$ cat config.mk
export PLATFORM = sky130hd
export DESIGN_NAME = imf_regs
export DESIGN_NICKNAME = d
export VERILOG_FILES = /design/src/logic/imf_pkg.sv /design/src/logic/imf_edge_det.sv /design/src/logic/imf_regs.sv
export VERILOG_INCLUDE_DIRS = /design/src /design/src/logic
export SDC_FILE = /design/constraint.sdc
export NUM_CORES = 1
export LEC_CHECK = 0
export BUFFER_PORTS_ARGS = -buffer_cell sky130_fd_sc_hd__buf_2
export CORE_ASPECT_RATIO = 1.25
export CORE_MARGIN = 2
export CORE_UTILIZATION = 50
export DETAILED_ROUTE_END_ITERATION = 7
export GPL_TIMING_DRIVEN = 0
export PLACE_DENSITY_LB_ADDON = 0.12
export REMOVE_ABC_BUFFERS = 1
export SYNTH_ARGS = -nofsm -noshare
export SYNTH_HDL_FRONTEND = slang
export SYNTH_SLANG_ARGS = --single-unit
$ cat constraint.sdc
create_clock -name CLK_I -period 2.9 [get_ports CLK_I]
set_input_delay 0 -clock CLK_I [delete_from_list [all_inputs] [get_ports CLK_I]]
set_output_delay 0 -clock CLK_I [all_outputs]
set_load 0.03 [all_outputs]
$ cat src/logic/imf_params.svh
// Purpose: constants for the interrupt mask and flag register block
// Assumes: register index times four is the byte address on the bus
// Notes  : definitions only
`ifndef IMF_PARAMS_SVH
`define IMF_PARAMS_SVH

// ----------------------------------------------------------------
// register indexes (byte address = 4 * index)
// ----------------------------------------------------------------
`define IMF_IDX_CPU_IRQ_EN     8'hE4
`define IMF_IDX_GROUP_EDGE     8'hE5
`define IMF_IDX_SINGLE_EDGE    8'hE6
`define IMF_IDX_TUNE_MASK      8'hE7
`define IMF_IDX_GROUP_MASK     8'hE8
`define IMF_IDX_SINGLE_MASK    8'hE9
`define IMF_IDX_SW_MASK        8'hEA
`define IMF_IDX_CT_MASK        8'hEB
`define IMF_IDX_TUNE_FLAG      8'hEC
`define IMF_IDX_INPUT_FLAG     8'hED
`define IMF_IDX_SW_FLAG        8'hEE
`define IMF_IDX_CT_FLAG        8'hEF

// ----------------------------------------------------------------
// field positions and reset values
// ----------------------------------------------------------------
`define IMF_BIT_GROUP          0
`define IMF_BIT_SINGLE         1
`define IMF_RST_NIB            4'h0
`define IMF_RST_CT             3'h0
`define IMF_RST_SW             2'h0
`define IMF_RST_BIT            1'b0
`define IMF_RST_WORD           32'h0000_0000

`endif

$ cat src/logic/imf_pkg.sv
// Purpose: shared types of the interrupt mask and flag register block
// Assumes: nothing
// Notes  : constants live in imf_params.svh
package imf_pkg;
   // ----------------------------------------------------------------
   // types
   // ----------------------------------------------------------------
   typedef enum logic {IMF_ST_IDLE, IMF_ST_ACCESS} imf_state_t;  // bus slave phase
   typedef logic [31:0] imf_word_t;                               // bus data word
endpackage

$ cat src/logic/imf_edge_det.sv
// Purpose: per-bit edge detector with rising/falling select
// Assumes: inputs synchronous to the clock
// Notes  : no edge is reported in the first cycle after reset
`timescale 1ns/1ps
`default_nettype none
module imf_edge_det #(
   parameter int W = 1
) (
   input  wire logic         clk_i,
   input  wire logic         nrst_i,
   input  wire logic [W-1:0] sig_i,       // sampled level
   input  wire logic [W-1:0] fall_sel_i,  // 1 falling, 0 rising
   output logic      [W-1:0] pulse_o      // one-cycle edge pulse
);
   logic [W-1:0] prev_q;   // level one cycle ago
   logic         seen_q;   // prev_q holds a real sample

   // ----------------------------------------------------------------
   // history
   // ----------------------------------------------------------------
   // seen_q masks the reset value so a high input is not taken as an edge
   always_ff @(posedge clk_i)
   begin
      if (!nrst_i)
      begin
         prev_q <= '0;
         seen_q <= 1'b0;
      end
      else
      begin
         prev_q <= sig_i;
         seen_q <= 1'b1;
      end
   end

   // selected edge per bit
   always_comb
   begin
      for (int i = 0; i < W; i++)
      begin
         pulse_o[i] = seen_q & (fall_sel_i[i] ? (prev_q[i] & ~sig_i[i])
                                              : (~prev_q[i] & sig_i[i]));
      end
   end
endmodule
`default_nettype wire

$ cat src/logic/imf_regs.sv
// Purpose: interrupt mask and factor flag registers behind an AHB-Lite slave
// Assumes: event inputs synchronous to CLK_I; single word transfers
// Notes  : every access has one wait state; flags clear on read
//
// Added by the designer: the AHB-Lite register port.
`timescale 1ns/1ps
`default_nettype none
`include "imf_params.svh"

module imf_regs (
   input  wire logic              CLK_I,
   input  wire logic              NRST_I,
   // ahb-lite slave
   input  wire logic              HSEL_I,
   input  wire logic [31:0]       HADDR_I,
   input  wire logic [1:0]        HTRANS_I,
   input  wire logic              HWRITE_I,
   input  wire logic [2:0]        HSIZE_I,
   input  wire logic              HREADY_I,
   input  wire imf_pkg::imf_word_t HWDATA_I,
   output imf_pkg::imf_word_t     HRDATA_O,
   output logic                   HREADYOUT_O,
   output logic                   HRESP_O,
   // event sources
   input  wire logic [2:0]        CT_TICK_I,        // 2/8/32 Hz clock-timer levels
   input  wire logic [1:0]        SW_TICK_I,        // 1/10 Hz stopwatch levels
   input  wire logic              TUNE_END_I,       // melody end pulse
   input  wire logic [3:0]        INPUT_PIN_GROUP_I,
   input  wire logic              SINGLE_INPUT_PIN_I,
   // cpu side
   input  wire logic              IRQ_ACK_I,        // cpu takes the interrupt
   output logic                   IRQ_O             // level request
);
   import imf_pkg::*;

   // ----------------------------------------------------------------
   // declarations
   // ----------------------------------------------------------------
   imf_state_t  state_q;            // bus phase
   logic [7:0]  idx_q;              // captured register index
   logic        wr_q;               // captured direction
   imf_word_t   hrdata_q;           // read data
   logic        hready_q;           // ready to bus
   logic        irq_q;              // request to cpu
   logic        ei_q;               // cpu interrupt enable
   logic [3:0]  group_edge_q;       // pin_group_edge_sel
   logic        single_edge_q;      // single_pin_edge_sel
   logic        tune_mask_q;        // tune_end_mask
   logic [3:0]  group_mask_q;       // pin_group_masks
   logic        single_mask_q;      // single_pin_mask
   logic [1:0]  sw_mask_q;          // sw_slow_mask, sw_fast_mask
   logic [2:0]  ct_mask_q;          // ct_slow/mid/fast_mask
   logic        tune_flag_q;        // tune_end_flag
   logic        group_flag_q;       // pin_group_flag
   logic        single_flag_q;      // single_pin_flag
   logic [1:0]  sw_flag_q;          // sw_slow_flag, sw_fast_flag
   logic [2:0]  ct_flag_q;          // ct_slow/mid/fast_flag
   logic        take;               // address phase accepted
   logic        acc_wr;             // write performed this cycle
   logic        acc_rd;             // read performed this cycle
   imf_word_t   rd_word;            // read mux
   logic [2:0]  ct_set;             // clock-timer falling edges
   logic [1:0]  sw_set;             // stopwatch falling edges
   logic [3:0]  grp_edge;           // group pin edges
   logic        sgl_edge;           // single pin edge
   logic        grp_set;            // group flag set
   logic        pending;            // any unmasked flag

   // ----------------------------------------------------------------
   // bus slave
   // ----------------------------------------------------------------
   // only htrans[1] matters: NONSEQ and SEQ are both real transfers
   assign take   = (state_q == IMF_ST_IDLE) & HSEL_I & HTRANS_I[1] & HREADY_I;
   assign acc_wr = (state_q == IMF_ST_ACCESS) & wr_q;
   assign acc_rd = (state_q == IMF_ST_ACCESS) & ~wr_q;

   // phase tracking; one wait state lets read data come from a flop
   always_ff @(posedge CLK_I)
   begin
      if (!NRST_I)
      begin
         state_q  <= IMF_ST_IDLE;
         idx_q    <= 8'h00;
         wr_q     <= 1'b0;
         hready_q <= 1'b1;
      end
      else
      begin
         case (state_q)
            IMF_ST_IDLE:
            begin
               if (take)
               begin
                  // haddr[31:10] ignored: the block aliases across its select
                  idx_q    <= HADDR_I[9:2];
                  wr_q     <= HWRITE_I;
                  hready_q <= 1'b0;
                  state_q  <= IMF_ST_ACCESS;
               end
            end
            IMF_ST_ACCESS:
            begin
               hready_q <= 1'b1;
               state_q  <= IMF_ST_IDLE;
            end
            default:
            begin
               hready_q <= 1'b1;
               state_q  <= IMF_ST_IDLE;
            end
         endcase
      end
   end

   // read mux; unmapped indexes read zero, unused bits read zero
   always_comb
   begin
      rd_word = `IMF_RST_WORD;
      case (idx_q)
         `IMF_IDX_CPU_IRQ_EN:  rd_word[0]   = ei_q;
         `IMF_IDX_GROUP_EDGE:  rd_word[3:0] = group_edge_q;
         `IMF_IDX_SINGLE_EDGE: rd_word[0]   = single_edge_q;
         `IMF_IDX_TUNE_MASK:   rd_word[0]   = tune_mask_q;
         `IMF_IDX_GROUP_MASK:  rd_word[3:0] = group_mask_q;
         `IMF_IDX_SINGLE_MASK: rd_word[0]   = single_mask_q;
         `IMF_IDX_SW_MASK:     rd_word[1:0] = sw_mask_q;
         `IMF_IDX_CT_MASK:     rd_word[2:0] = ct_mask_q;
         `IMF_IDX_TUNE_FLAG:   rd_word[0]   = tune_flag_q;
         `IMF_IDX_INPUT_FLAG:
         begin
            rd_word[`IMF_BIT_SINGLE] = single_flag_q;
            rd_word[`IMF_BIT_GROUP]  = group_flag_q;
         end
         `IMF_IDX_SW_FLAG:     rd_word[1:0] = sw_flag_q;
         `IMF_IDX_CT_FLAG:     rd_word[2:0] = ct_flag_q;
         default:              rd_word      = `IMF_RST_WORD;
      endcase
   end

   // read data register, response always okay
   always_ff @(posedge CLK_I)
   begin
      if (!NRST_I)
      begin
         hrdata_q <= `IMF_RST_WORD;
      end
      else if (acc_rd)
      begin
         hrdata_q <= rd_word;
      end
   end

   // ----------------------------------------------------------------
   // mask and edge-select registers
   // ----------------------------------------------------------------
   // writes to flag registers fall through: flags are read-only
   always_ff @(posedge CLK_I)
   begin
      if (!NRST_I)
      begin
         group_edge_q  <= `IMF_RST_NIB;
         single_edge_q <= `IMF_RST_BIT;
         tune_mask_q   <= `IMF_RST_BIT;
         group_mask_q  <= `IMF_RST_NIB;
         single_mask_q <= `IMF_RST_BIT;
         sw_mask_q     <= `IMF_RST_SW;
         ct_mask_q     <= `IMF_RST_CT;
      end
      else if (acc_wr)
      begin
         case (idx_q)
            `IMF_IDX_GROUP_EDGE:  group_edge_q  <= HWDATA_I[3:0];
            `IMF_IDX_SINGLE_EDGE: single_edge_q <= HWDATA_I[0];
            `IMF_IDX_TUNE_MASK:   tune_mask_q   <= HWDATA_I[0];
            `IMF_IDX_GROUP_MASK:  group_mask_q  <= HWDATA_I[3:0];
            `IMF_IDX_SINGLE_MASK: single_mask_q <= HWDATA_I[0];
            `IMF_IDX_SW_MASK:     sw_mask_q     <= HWDATA_I[1:0];
            `IMF_IDX_CT_MASK:     ct_mask_q     <= HWDATA_I[2:0];
            default:
            begin
               ct_mask_q <= ct_mask_q;
            end
         endcase
      end
   end

   // cpu interrupt enable; taking the interrupt wins over a write
   always_ff @(posedge CLK_I)
   begin
      if (!NRST_I)
      begin
         ei_q <= 1'b0;
      end
      else if (IRQ_ACK_I)
      begin
         ei_q <= 1'b0;
      end
      else if (acc_wr && idx_q == `IMF_IDX_CPU_IRQ_EN)
      begin
         ei_q <= HWDATA_I[0];
      end
   end

   // ----------------------------------------------------------------
   // event detection
   // ----------------------------------------------------------------
   // timer sources interrupt on their falling edge
   imf_edge_det #(.W(3)) u_ct_edge (
      .clk_i      (CLK_I),
      .nrst_i     (NRST_I),
      .sig_i      (CT_TICK_I),
      .fall_sel_i (3'h7),
      .pulse_o    (ct_set)
   );

   imf_edge_det #(.W(2)) u_sw_edge (
      .clk_i      (CLK_I),
      .nrst_i     (NRST_I),
      .sig_i      (SW_TICK_I),
      .fall_sel_i (2'h3),
      .pulse_o    (sw_set)
   );

   // pins: edge chosen per pin by the edge-select registers
   imf_edge_det #(.W(4)) u_grp_edge (
      .clk_i      (CLK_I),
      .nrst_i     (NRST_I),
      .sig_i      (INPUT_PIN_GROUP_I),
      .fall_sel_i (group_edge_q),
      .pulse_o    (grp_edge)
   );

   imf_edge_det #(.W(1)) u_sgl_edge (
      .clk_i      (CLK_I),
      .nrst_i     (NRST_I),
      .sig_i      (SINGLE_INPUT_PIN_I),
      .fall_sel_i (single_edge_q),
      .pulse_o    (sgl_edge)
   );

   // only pins enabled in the group mask feed the shared flag
   assign grp_set = |(grp_edge & group_mask_q);

   // ----------------------------------------------------------------
   // factor flags
   // ----------------------------------------------------------------
   // a read clears the flags it returned; a new event in that cycle wins
   always_ff @(posedge CLK_I)
   begin
      if (!NRST_I)
      begin
         tune_flag_q   <= `IMF_RST_BIT;
         group_flag_q  <= `IMF_RST_BIT;
         single_flag_q <= `IMF_RST_BIT;
         sw_flag_q     <= `IMF_RST_SW;
         ct_flag_q     <= `IMF_RST_CT;
      end
      else
      begin
         tune_flag_q   <= (tune_flag_q & ~(acc_rd && idx_q == `IMF_IDX_TUNE_FLAG))
                          | TUNE_END_I;
         group_flag_q  <= (group_flag_q & ~(acc_rd && idx_q == `IMF_IDX_INPUT_FLAG))
                          | grp_set;
         single_flag_q <= (single_flag_q & ~(acc_rd && idx_q == `IMF_IDX_INPUT_FLAG))
                          | sgl_edge;
         sw_flag_q     <= (sw_flag_q & ~{2{acc_rd && idx_q == `IMF_IDX_SW_FLAG}})
                          | sw_set;
         ct_flag_q     <= (ct_flag_q & ~{3{acc_rd && idx_q == `IMF_IDX_CT_FLAG}})
                          | ct_set;
      end
   end

   // ----------------------------------------------------------------
   // interrupt request
   // ----------------------------------------------------------------
   // the group flag already carries the per-pin masks, so any enabled pin gates it
   assign pending = (tune_flag_q & tune_mask_q)
                  | (single_flag_q & single_mask_q)
                  | (group_flag_q & (|group_mask_q))
                  | (|(sw_flag_q & sw_mask_q))
                  | (|(ct_flag_q & ct_mask_q));

   // registered request; dropped at once when the cpu takes it
   always_ff @(posedge CLK_I)
   begin
      if (!NRST_I)
      begin
         irq_q <= 1'b0;
      end
      else
      begin
         irq_q <= pending & ei_q & ~IRQ_ACK_I;
      end
   end

   // ----------------------------------------------------------------
   // outputs
   // ----------------------------------------------------------------
   assign HRDATA_O    = hrdata_q;
   assign HREADYOUT_O = hready_q;
   assign HRESP_O     = 1'b0;
   assign IRQ_O       = irq_q;

   // ----------------------------------------------------------------
   // assertions
   // ----------------------------------------------------------------
   AST_CT_MASK_WRITE: assert property (@(posedge CLK_I) disable iff (!NRST_I)
      acc_wr && idx_q == `IMF_IDX_CT_MASK |=> ct_mask_q == $past(HWDATA_I[2:0]))
      else $error("clock-timer mask did not take the written value");

   AST_TUNE_UPPER_ZERO: assert property (@(posedge CLK_I) disable iff (!NRST_I)
      acc_rd && idx_q == `IMF_IDX_TUNE_FLAG |=> HRDATA_O[31:1] == 31'h0 && HREADYOUT_O)
      else $error("tune flag read has upper bits set");

   AST_INPUT_READ: assert property (@(posedge CLK_I) disable iff (!NRST_I)
      acc_rd && idx_q == `IMF_IDX_INPUT_FLAG |=>
      HRDATA_O == {30'h0, $past(single_flag_q), $past(group_flag_q)})
      else $error("input flag read data wrong");

   AST_SW_READ: assert property (@(posedge CLK_I) disable iff (!NRST_I)
      acc_rd && idx_q == `IMF_IDX_SW_FLAG |=> HRDATA_O == {30'h0, $past(sw_flag_q)})
      else $error("stopwatch flag read data wrong");

   AST_CT_SET: assert property (@(posedge CLK_I) disable iff (!NRST_I)
      $fell(CT_TICK_I[0]) && $past(NRST_I) |=> ct_flag_q[0])
      else $error("clock-timer fast flag not set on falling edge");

   AST_SW_IRQ: assert property (@(posedge CLK_I) disable iff (!NRST_I)
      sw_flag_q[1] && sw_mask_q[1] && ei_q && !IRQ_ACK_I |=> IRQ_O)
      else $error("unmasked stopwatch flag raised no request");

   AST_TUNE_SET: assert property (@(posedge CLK_I) disable iff (!NRST_I)
      TUNE_END_I |=> tune_flag_q)
      else $error("tune end did not set its flag");

   // the request is registered, so it follows flag, mask and enable by one edge
   AST_TUNE_IRQ: assert property (@(posedge CLK_I) disable iff (!NRST_I)
      tune_flag_q && tune_mask_q && ei_q && !IRQ_ACK_I |=> IRQ_O)
      else $error("unmasked tune flag raised no request");

   AST_GROUP_MASKED: assert property (@(posedge CLK_I) disable iff (!NRST_I)
      !group_flag_q && grp_edge != 4'h0 && (grp_edge & group_mask_q) == 4'h0
      |=> !group_flag_q)
      else $error("masked group pin set the shared flag");

   AST_SINGLE_SET: assert property (@(posedge CLK_I) disable iff (!NRST_I)
      sgl_edge |=> single_flag_q)
      else $error("single pin edge did not set its flag");

   AST_READ_CLEARS: assert property (@(posedge CLK_I) disable iff (!NRST_I)
      acc_rd && idx_q == `IMF_IDX_CT_FLAG && ct_set == 3'h0 |=> ct_flag_q == 3'h0)
      else $error("clock-timer flags not cleared by read");

   AST_IRQ_CAUSE: assert property (@(posedge CLK_I) disable iff (!NRST_I)
      IRQ_O |-> $past(ei_q) && $past(pending))
      else $error("request without enable and unmasked flag");

   AST_ACK_DISABLES: assert property (@(posedge CLK_I) disable iff (!NRST_I)
      IRQ_ACK_I |=> !ei_q && !IRQ_O)
      else $error("taking the interrupt left it enabled");

   AST_SET_WINS: assert property (@(posedge CLK_I) disable iff (!NRST_I)
      acc_rd && idx_q == `IMF_IDX_CT_FLAG && ct_set[0] |=> ct_flag_q[0])
      else $error("event lost against read clear");

   COV_WRITE: cover property (@(posedge CLK_I) disable iff (!NRST_I)
      acc_wr && idx_q == `IMF_IDX_CT_MASK);
   COV_READ_CLEAR: cover property (@(posedge CLK_I) disable iff (!NRST_I)
      acc_rd && idx_q == `IMF_IDX_INPUT_FLAG && (group_flag_q || single_flag_q));
   COV_IRQ: cover property (@(posedge CLK_I) disable iff (!NRST_I)
      IRQ_O ##1 IRQ_ACK_I);
   COV_RACE: cover property (@(posedge CLK_I) disable iff (!NRST_I)
      acc_rd && idx_q == `IMF_IDX_TUNE_FLAG && TUNE_END_I);
endmodule
`default_nettype wire

* Word level (Yosys, flattened, before mapping)
Cells that the tools add are included.
** Cells by class
- Bitwise logic cells :: 75
- Equal/unequal tests :: 13
- Mux-type cells :: 14
- Reduce and logical (&&, ||, !) cells :: 18
** Operators by type and width (number)
- $eq 8x8->1 const B :: 12
- $and 1x1->1 :: 38
- $not 1->1 :: 21
- $reduce_and 2->1 :: 8
- $pmux 1 s12 :: 1
- $mux 1 :: 8
- $reduce_or 4->1 :: 2
- $or 1x1->1 :: 7
- $pmux 1 s7 :: 1
- $and 3x3->3 :: 2
- $pmux 1 s2 :: 3
- $logic_and 1x1->1 :: 5
- $and 2x2->2 :: 2
- $and 4x4->4 :: 1
- $pmux 1 s4 :: 1
- $reduce_or 2->1 :: 2
- $not 3->3 :: 1
- $or 3x3->3 :: 1
- $reduce_or 3->1 :: 1
- $ne 2x2->1 const B :: 1
- $not 2->2 :: 1
- $or 2x2->2 :: 1
** Word-level totals
- Register bits after elaboration :: 52
- Output and inout port bits :: 35

* Depth between registers and ports, before layout
Gate-level depths: netlist of run 1.
- Word-level depth :: 7
- Depth in mapped cells :: 6
- Depth with buffers taken out :: 4

* Cells and area by module
From an unflattened synthesis of run 1, not the netlist that was laid out.
** Second synthesis, totals
- Cell total of the unflattened synthesis :: 312
- Area, all modules :: 2835.2 um^2
** Modules (own cells, without submodules)
- imf_regs :: instances 1, area an instance 2254.7 um^2, cells each 258
- imf_edge_det at u_grp_edge :: instances 1, area an instance 220.2 um^2, cells each 21
- imf_edge_det at u_ct_edge :: instances 1, area an instance 170.2 um^2, cells each 16
- imf_edge_det at u_sw_edge :: instances 1, area an instance 120.1 um^2, cells each 11
- imf_edge_det at u_sgl_edge :: instances 1, area an instance 70.1 um^2, cells each 6

* Least setup slack after synthesis of run 1
No wires, ideal clock.
- Path kind :: reg-to-reg
- Start point :: reg idx_q[6]
- End point :: reg group_flag_q
- Stages on the path, launching flop included :: 6
- Library setup time :: 120 ps
- Arrival time :: 1372 ps
- Setup slack :: 1408 ps
- Cell sequence :: dfxtp_1 nand4b_4 or4_1 buf_2 o211ai_2 o21ai_1
** On the way
- Longest elaborated chain between the ends :: 5
** Ends and longest elaborated chain
- start: declaration :: line imf_regs.sv:40 : logic [7:0] idx_q;
- start signal: assignment :: line imf_regs.sv:95 : idx_q <= HADDR_I[9:2];
- $eq 8x8->1
- $logic_and 1x1->1 (no source line)
- $not 1->1 :: line imf_regs.sv:262 : group_flag_q <= (group_flag_q & ~(acc_rd && idx_q == `IMF_IDX_INPUT_FLAG))
- $and 1x1->1 :: line imf_regs.sv:262
- $or 1x1->1 :: line imf_regs.sv:262
- end signal: assignment :: line imf_regs.sv:253 : group_flag_q <= `IMF_RST_BIT;
- end signal: assignment :: line imf_regs.sv:262
- end: declaration :: line imf_regs.sv:54 : logic group_flag_q;
No other way between the ends.
A chain may end at the register's enable or synchronous reset.

* Worst setup path in the final report of run 1
- Start point :: reg idx_q[0]
- End point :: reg group_edge_q[3]
** On the way
- Longest elaborated chain between the ends :: 2
** Ends and longest elaborated chain
- $eq 8x8->1 :: line imf_regs.sv:171 : case (idx_q)
- $reduce_and 2->1 (no source line)
- end signal: assignment :: line imf_regs.sv:161 : group_edge_q <= `IMF_RST_NIB;
- end signal: assignment :: line imf_regs.sv:172 : `IMF_IDX_GROUP_EDGE: group_edge_q <= HWDATA_I[3:0];
- end: declaration :: line imf_regs.sv:46 : logic [3:0] group_edge_q;
No other way between the ends.

==> results of run 1 <==
## repair_timing
action / in CTS / in global routing
hold buffers: 24 / 0
hold endpoints to repair: 34 / 0
setup buffers: 0 / 0
## placed cells by master, fill, tap and decap left out, types with 2 or more instances in the layout
master and count:
and3b_1 4, or3b_2 2, inv_1 5, nand3_1 5
nor4_4 3, a22oi_1 5, nor4_2 2, dfxtp_1 52
buf_2 35, a211oi_1 3, a21boi_0 2, nand3b_1 5
o21ai_0 10, a21oi_1 20, nor3b_1 4, a31oi_1 2
nor4_1 4, and2_1 11, nor3_1 4, nor2_1 24
conb_1 29, o22ai_1 2, clkbuf_8 5, nand2b_1 5
dlygate4sd3_1 24, nand2_1 29, and4b_1 2, mux2i_1 23
o21ai_1 8
## per-stage QoR
step                      instances  power (W)
after floorplan                 281   0.000854
after global placement          378   0.000896
after detailed placement        378   0.000898
after CTS                       409    0.00131
after global routing            409    0.00136
final                           409    0.00130
## state kept, by name, summed over array words and instances, names as in the netlist, 3 cells and up
name               cells
u_ct_edge.prev_q       3
group_edge_q           4
ct_flag_q              3
HRDATA_O               4
idx_q                  8
group_mask_q           4
u_grp_edge.prev_q      4
ct_mask_q              3
## critical path: cells and delay by family, from the launching register on
family,cells,cell delay [ns]
DFF,1,0.73
muxes,1,0.24
and+or+nand+nor,3,1.00
## where the power goes
part / internal [W] / switching (W) / leakage (nW) / total, W
Combinational: 0.0000572 / 0.0000989 / 0.679 / 0.000156
Clock: 0.000164 / 0.000231 / 0.0400 / 0.000394
Sequential: 0.000731 / 0.0000187 / 0.424 / 0.000750
Total: 0.000952 / 0.000348 / 1.14 / 0.00130
## metal layers
metal / share of wire (%) / GRT usage [%]
met5: 0 / 0
met4: 2.0 / 7.13
met3: 3.5 / 3.98
met2: 49 / 34.4
met1: 45 / 27.8
## kinds of logic (layout without fill, tap and decap cells)
kind of cell / after synthesis / count (layout) / synth area share (%)
buffers and inverters: 53 / 72 / 12.0
and+or+nand+nor: 109 / 109 / 24.8
other: 1 / 29 / 0.143
AOI/OAI and AO/OA: 62 / 62 / 14.7
muxes: 23 / 23 / 8.76
DFF: 52 / 52 / 39.6
## area by class of cell
cell class              instances  area, um2
clock inverters                 2       12.5
multi-input cells             223       1380
inverters                       6       22.5
clock buffers                   5       68.8
flip-flops and latches         52       1040
fillers                       486       2070
repair buffers                 59        415
well taps                      62       77.6
## worst paths after layout
| path | end | cells past startpoint |
|---|---|---|
| worst max-delay path | group_edge_q[3] | 4 |
| worst min-delay path | u_ct_edge.seen_q | 1 |
| worst max register to register | group_edge_q[3] | 4 |
| worst min register to register | HRDATA_O[3] | 2 |
==> results.ini, run 1 <==
[logic_synthesis]
synthFlopType = dfxtp_1
async_flop_share_pct = 0
synthTopCellsByArea = dfxtp_1, mux2i_1, buf_4
synth_top_area_share_pct = 39.6
avgSynthCellArea_um2 = 8.76
syn-cell-area_mm2 = 0.00263
yosysMostFrequentCell = dfxtp_1
synthCells = 300
synth-seq-area-share_pct = 39.6
yosysUniqueCellTypes = 46
synth_enable_flop_cells = 0
synth_commonest_cells = dfxtp_1, buf_4, nand2_1
ys_warn_count = 0
ys_seq_elements = 52
yosysTopAreaCell = dfxtp_1

[setup_path]
end_kind = flip-flop
ff2ff_setup_slack_ns = 0.81
cp_slowest_stage_delay_ns = 0.73
critPathRequiredTime_ns = 3.07
cp-startpoint = idx_q[0]
cp.arrival_ns = 2.27
cp_max_fo = 20
critPathLaunchType = flip-flop
path_cells = nand2b_1, nor4_4, mux2i_1, nor2_1
path_class = flip-flop to flip-flop
worstReg2RegStart = idx_q[0]
cp_slowest_cell = dfxtp_1

[min_path]
min_path_type = input port to flip-flop
holdCritStartpoint = NRST_I

[timing]
setup_viol = 0
fin_tns_setup_ns = 0
worstMarginPinSlew_ns = 0.729
holdWs_ns = 0.0222
fmax_ghz = 0.478
clock_skew_ns = 0.00388
hold_viol_final = 0
drv_slew = 0
grt_setup_unrepaired = false
relSlewSlack_pct = 51.3
setup_slack_ns = 0.808
fin_crit_sh_pct = 72.1
period_minus_slack_ns = 2.09

[clock_tree]
htreeDepth = 2
clockRootBuffer = clkbuf_8
numCtsBuffers = 5
cts_repair_resize_count = 0
clk_path_buf_depth = 2
clk_pin_slew_ns = 0.09
tritoncts = yes
clk_latency_ns = 0.30
cts_sinks = 52

[status]
status = finished clean

[floorplanning]
rows = 29
core_area_mm2 = 0.00508
die_h_um = 85.1
ioPinCount = 121
start_util_pct = 51.7
die_w_um = 68.8
dieArea_mm2 = 0.00585

[cells_and_area]
fin_nets = 433
stdcell_area_mm2 = 0.00301
areaGrowthSynthToFinish_pct = 14.7
antenna_cells = 0
post-route-util_pct = 59.3
drive_above_1_share_pct = 15.3

[pwr]
power.density_mw_per_mm2 = 432
vdd_ir_drop_max_uv = 354
leakage_nw = 1.14

[placement]
place_congestion = 0.903
placed_area_mm2 = 0.00269
portBuffers = 35
dpl.hpwl_um = 3980
pre_cts_ws_ns = 0.808

[grt]
grt_pass1_vias = 1961
gr-total-overflow = 0
track_usage_pct = 21.2
grt_pass1_wl_um = 9380
grt_max_degree = 38
antenna_found_initial = 0

[routing]
vias = 2145
drtIter0Drc = 90
drc_errors = 0
ant_nets = 0
viasPerCell = 5.24
wl_per_cell_um = 14.1
drt_wl_total_um = 5750
first_pass_iters = 4

[flow_run]
cap_violations = 0

(Power assumes the default switching activity.)
==> run 2, diff against run 1 <==
--- a/config.mk
+++ b/config.mk
@@ -9,7 +9,7 @@
 export BUFFER_PORTS_ARGS = -buffer_cell sky130_fd_sc_hd__buf_2
 export CORE_ASPECT_RATIO = 1.25
 export CORE_MARGIN = 2
-export CORE_UTILIZATION = 50
+export CORE_UTILIZATION = 47
 export DETAILED_ROUTE_END_ITERATION = 7
 export GPL_TIMING_DRIVEN = 0
 export PLACE_DENSITY_LB_ADDON = 0.12
==> constraint.sdc (replaced) <==
create_clock -name CLK_I -period 2.05 [get_ports CLK_I]
set_input_delay 0 -clock CLK_I [delete_from_list [all_inputs] [get_ports CLK_I]]
set_output_delay 0 -clock CLK_I [all_outputs]
set_load 0.03 [all_outputs]
==> results.ini, run 2 (synthesis gave the netlist of run 1 again) <==
[setup_path]
worstReg2RegStart = idx_q[0]
critPathLaunchType = flip-flop
path_class = flip-flop to flip-flop
critPathRequiredTime_ns = 2.22
cp-startpoint = idx_q[0]
end_kind = flip-flop
cp_max_fo = 20
cp.arrival_ns = 2.06

[pwr]
pwr-share-clk_pct = 29.8
p_int_w = 0.00135
vdd_ir_drop_max_uv = 570
leakage_nw = 1.15
swShare_pct = 26.2
p_sw_w = 0.000480
comb_power_share_pct = 12.1
power.density_mw_per_mm2 = 606
p_total_w = 0.00183
power_frac_seq_pct = 58.0

[floorplanning]
dieArea_mm2 = 0.00621
start_util_pct = 48.6
core_area_mm2 = 0.00541
rows = 30
ioPinCount = 121
die_w_um = 70.9
die_h_um = 87.6

[cells_and_area]
areaGrowthSynthToFinish_pct = 14.8
drive_above_1_share_pct = 16.1
antenna_cells = 0
largest_reg_flops = 8
instances_no_fill = 411
layout.cells.most_common_list = dfxtp_1, buf_2, nand2_1, conb_1
stdcell_area_mm2 = 0.00302
final_common_cell = dfxtp_1
top_register = idx_q
fin_nets = 433
post-route-util_pct = 55.8

[clock_tree]
clk_path_buf_depth = 2
clk_latency_ns = 0.31
cts_sinks = 52
htreeDepth = 2
clockRootBuffer = clkbuf_8
numCtsBuffers = 5
clk_pin_slew_ns = 0.09
tritoncts = yes

[routing]
drt_wl_total_um = 5770
viasPerCell = 5.16
drtIter0Drc = 103
ant_nets = 0
first_pass_iters = 4
drc_errors = 0
wl_per_cell_um = 14.0
vias = 2119

[grt]
antenna_found_initial = 0
track_usage_pct = 19.8
grt_pass1_wl_um = 9760
grt_max_degree = 38
gr-total-overflow = 0
grt_pass1_vias = 2003

[status]
status = finished clean

[timing]
grt_setup_unrepaired = false
worstMarginPinSlew_ns = 0.629
clock_skew_ns = 0.0101
fin_crit_sh_pct = 91.9
period_minus_slack_ns = 1.88
drv_slew = 0
hold_viol_final = 0
relSlewSlack_pct = 58.0
fin_tns_setup_ns = 0
setup_viol = 0
fmax_ghz = 0.531

[placement]
dpl.hpwl_um = 4070
place_congestion = 0.847
portBuffers = 35
dp_cells = 380
placed_area_mm2 = 0.00269

[min_path]
holdCritStartpoint = NRST_I
min_path_type = input port to flip-flop

[flow_run]
cap_violations = 0

-- run 2: metal layers --
layer / track usage, % / vias up / part of all wire [%]
met5: 0 / - / 0
met4: 6.17 / 0 / 1.8
met3: 3.45 / 9 / 4.2
met2: 33.6 / 55 / 48
met1: 25.8 / 972 / 46
li1: - / 1083 / -
-- run 2: cell type report --
| type | count | area, um2 |
|---|---|---|
| Clock buffer | 6 | 72.6 |
| Multi-Input combinational cell | 223 | 1380 |
| Clock inverter | 1 | 5.00 |
| Tap cell | 64 | 80.1 |
| Timing Repair Buffer | 59 | 415 |
| Inverter | 6 | 22.5 |
| Sequential cell | 52 | 1050 |
| Fill cell | 532 | 2390 |
-- run 2: metrics by stage --
| step | setup slack [ns] | hold WS [ns] |
|---|---|---|
| after floorplan | 0.379 | 0.0277 |
| after global placement | -0.0466 | 0.180 |
| after detailed placement | -0.0685 | 0.177 |
| after CTS | 0.0456 | 0.0257 |
| after global routing | 0.00949 | 0.0334 |
| final | 0.167 | 0.0239 |
-- run 2: path summary, 6_finish.rpt --
kind / to / slack (ns) / cells after the start
max: group_edge_q[0] / 0.17 / 4
max reg2reg: group_edge_q[0] / 0.17 / 4
min reg2reg: HRDATA_O[3] / 0.46 / 2
min: u_ct_edge.seen_q / 0.02 / 1
-- run 2: worst max-delay path, cell delays in order, from the launching register on --
cell and delay (ns):
dfxtp_2 0.54, nand2b_1 0.32, nor4_4 0.58, mux2i_1 0.25, nor2_1 0.05
-- run 2: power groups by stage --
stage,sequential [W],clock [W],combinational (W)
final,0.00106,0.000546,0.000222
after global placement,0.00108,0,0.000185
after floorplan,0.00108,0,0.000130
after detailed placement,0.00108,0,0.000186
after CTS,0.00106,0.000562,0.000221
after global routing,0.00107,0.000604,0.000245
-- run 2: what timing repair did --
action	in CTS	in global routing
resized for setup	1	3
hold endpoints to repair	32	0
buffers inserted	0	0
setup endpoints to repair	4	17
hold buffers	24	0
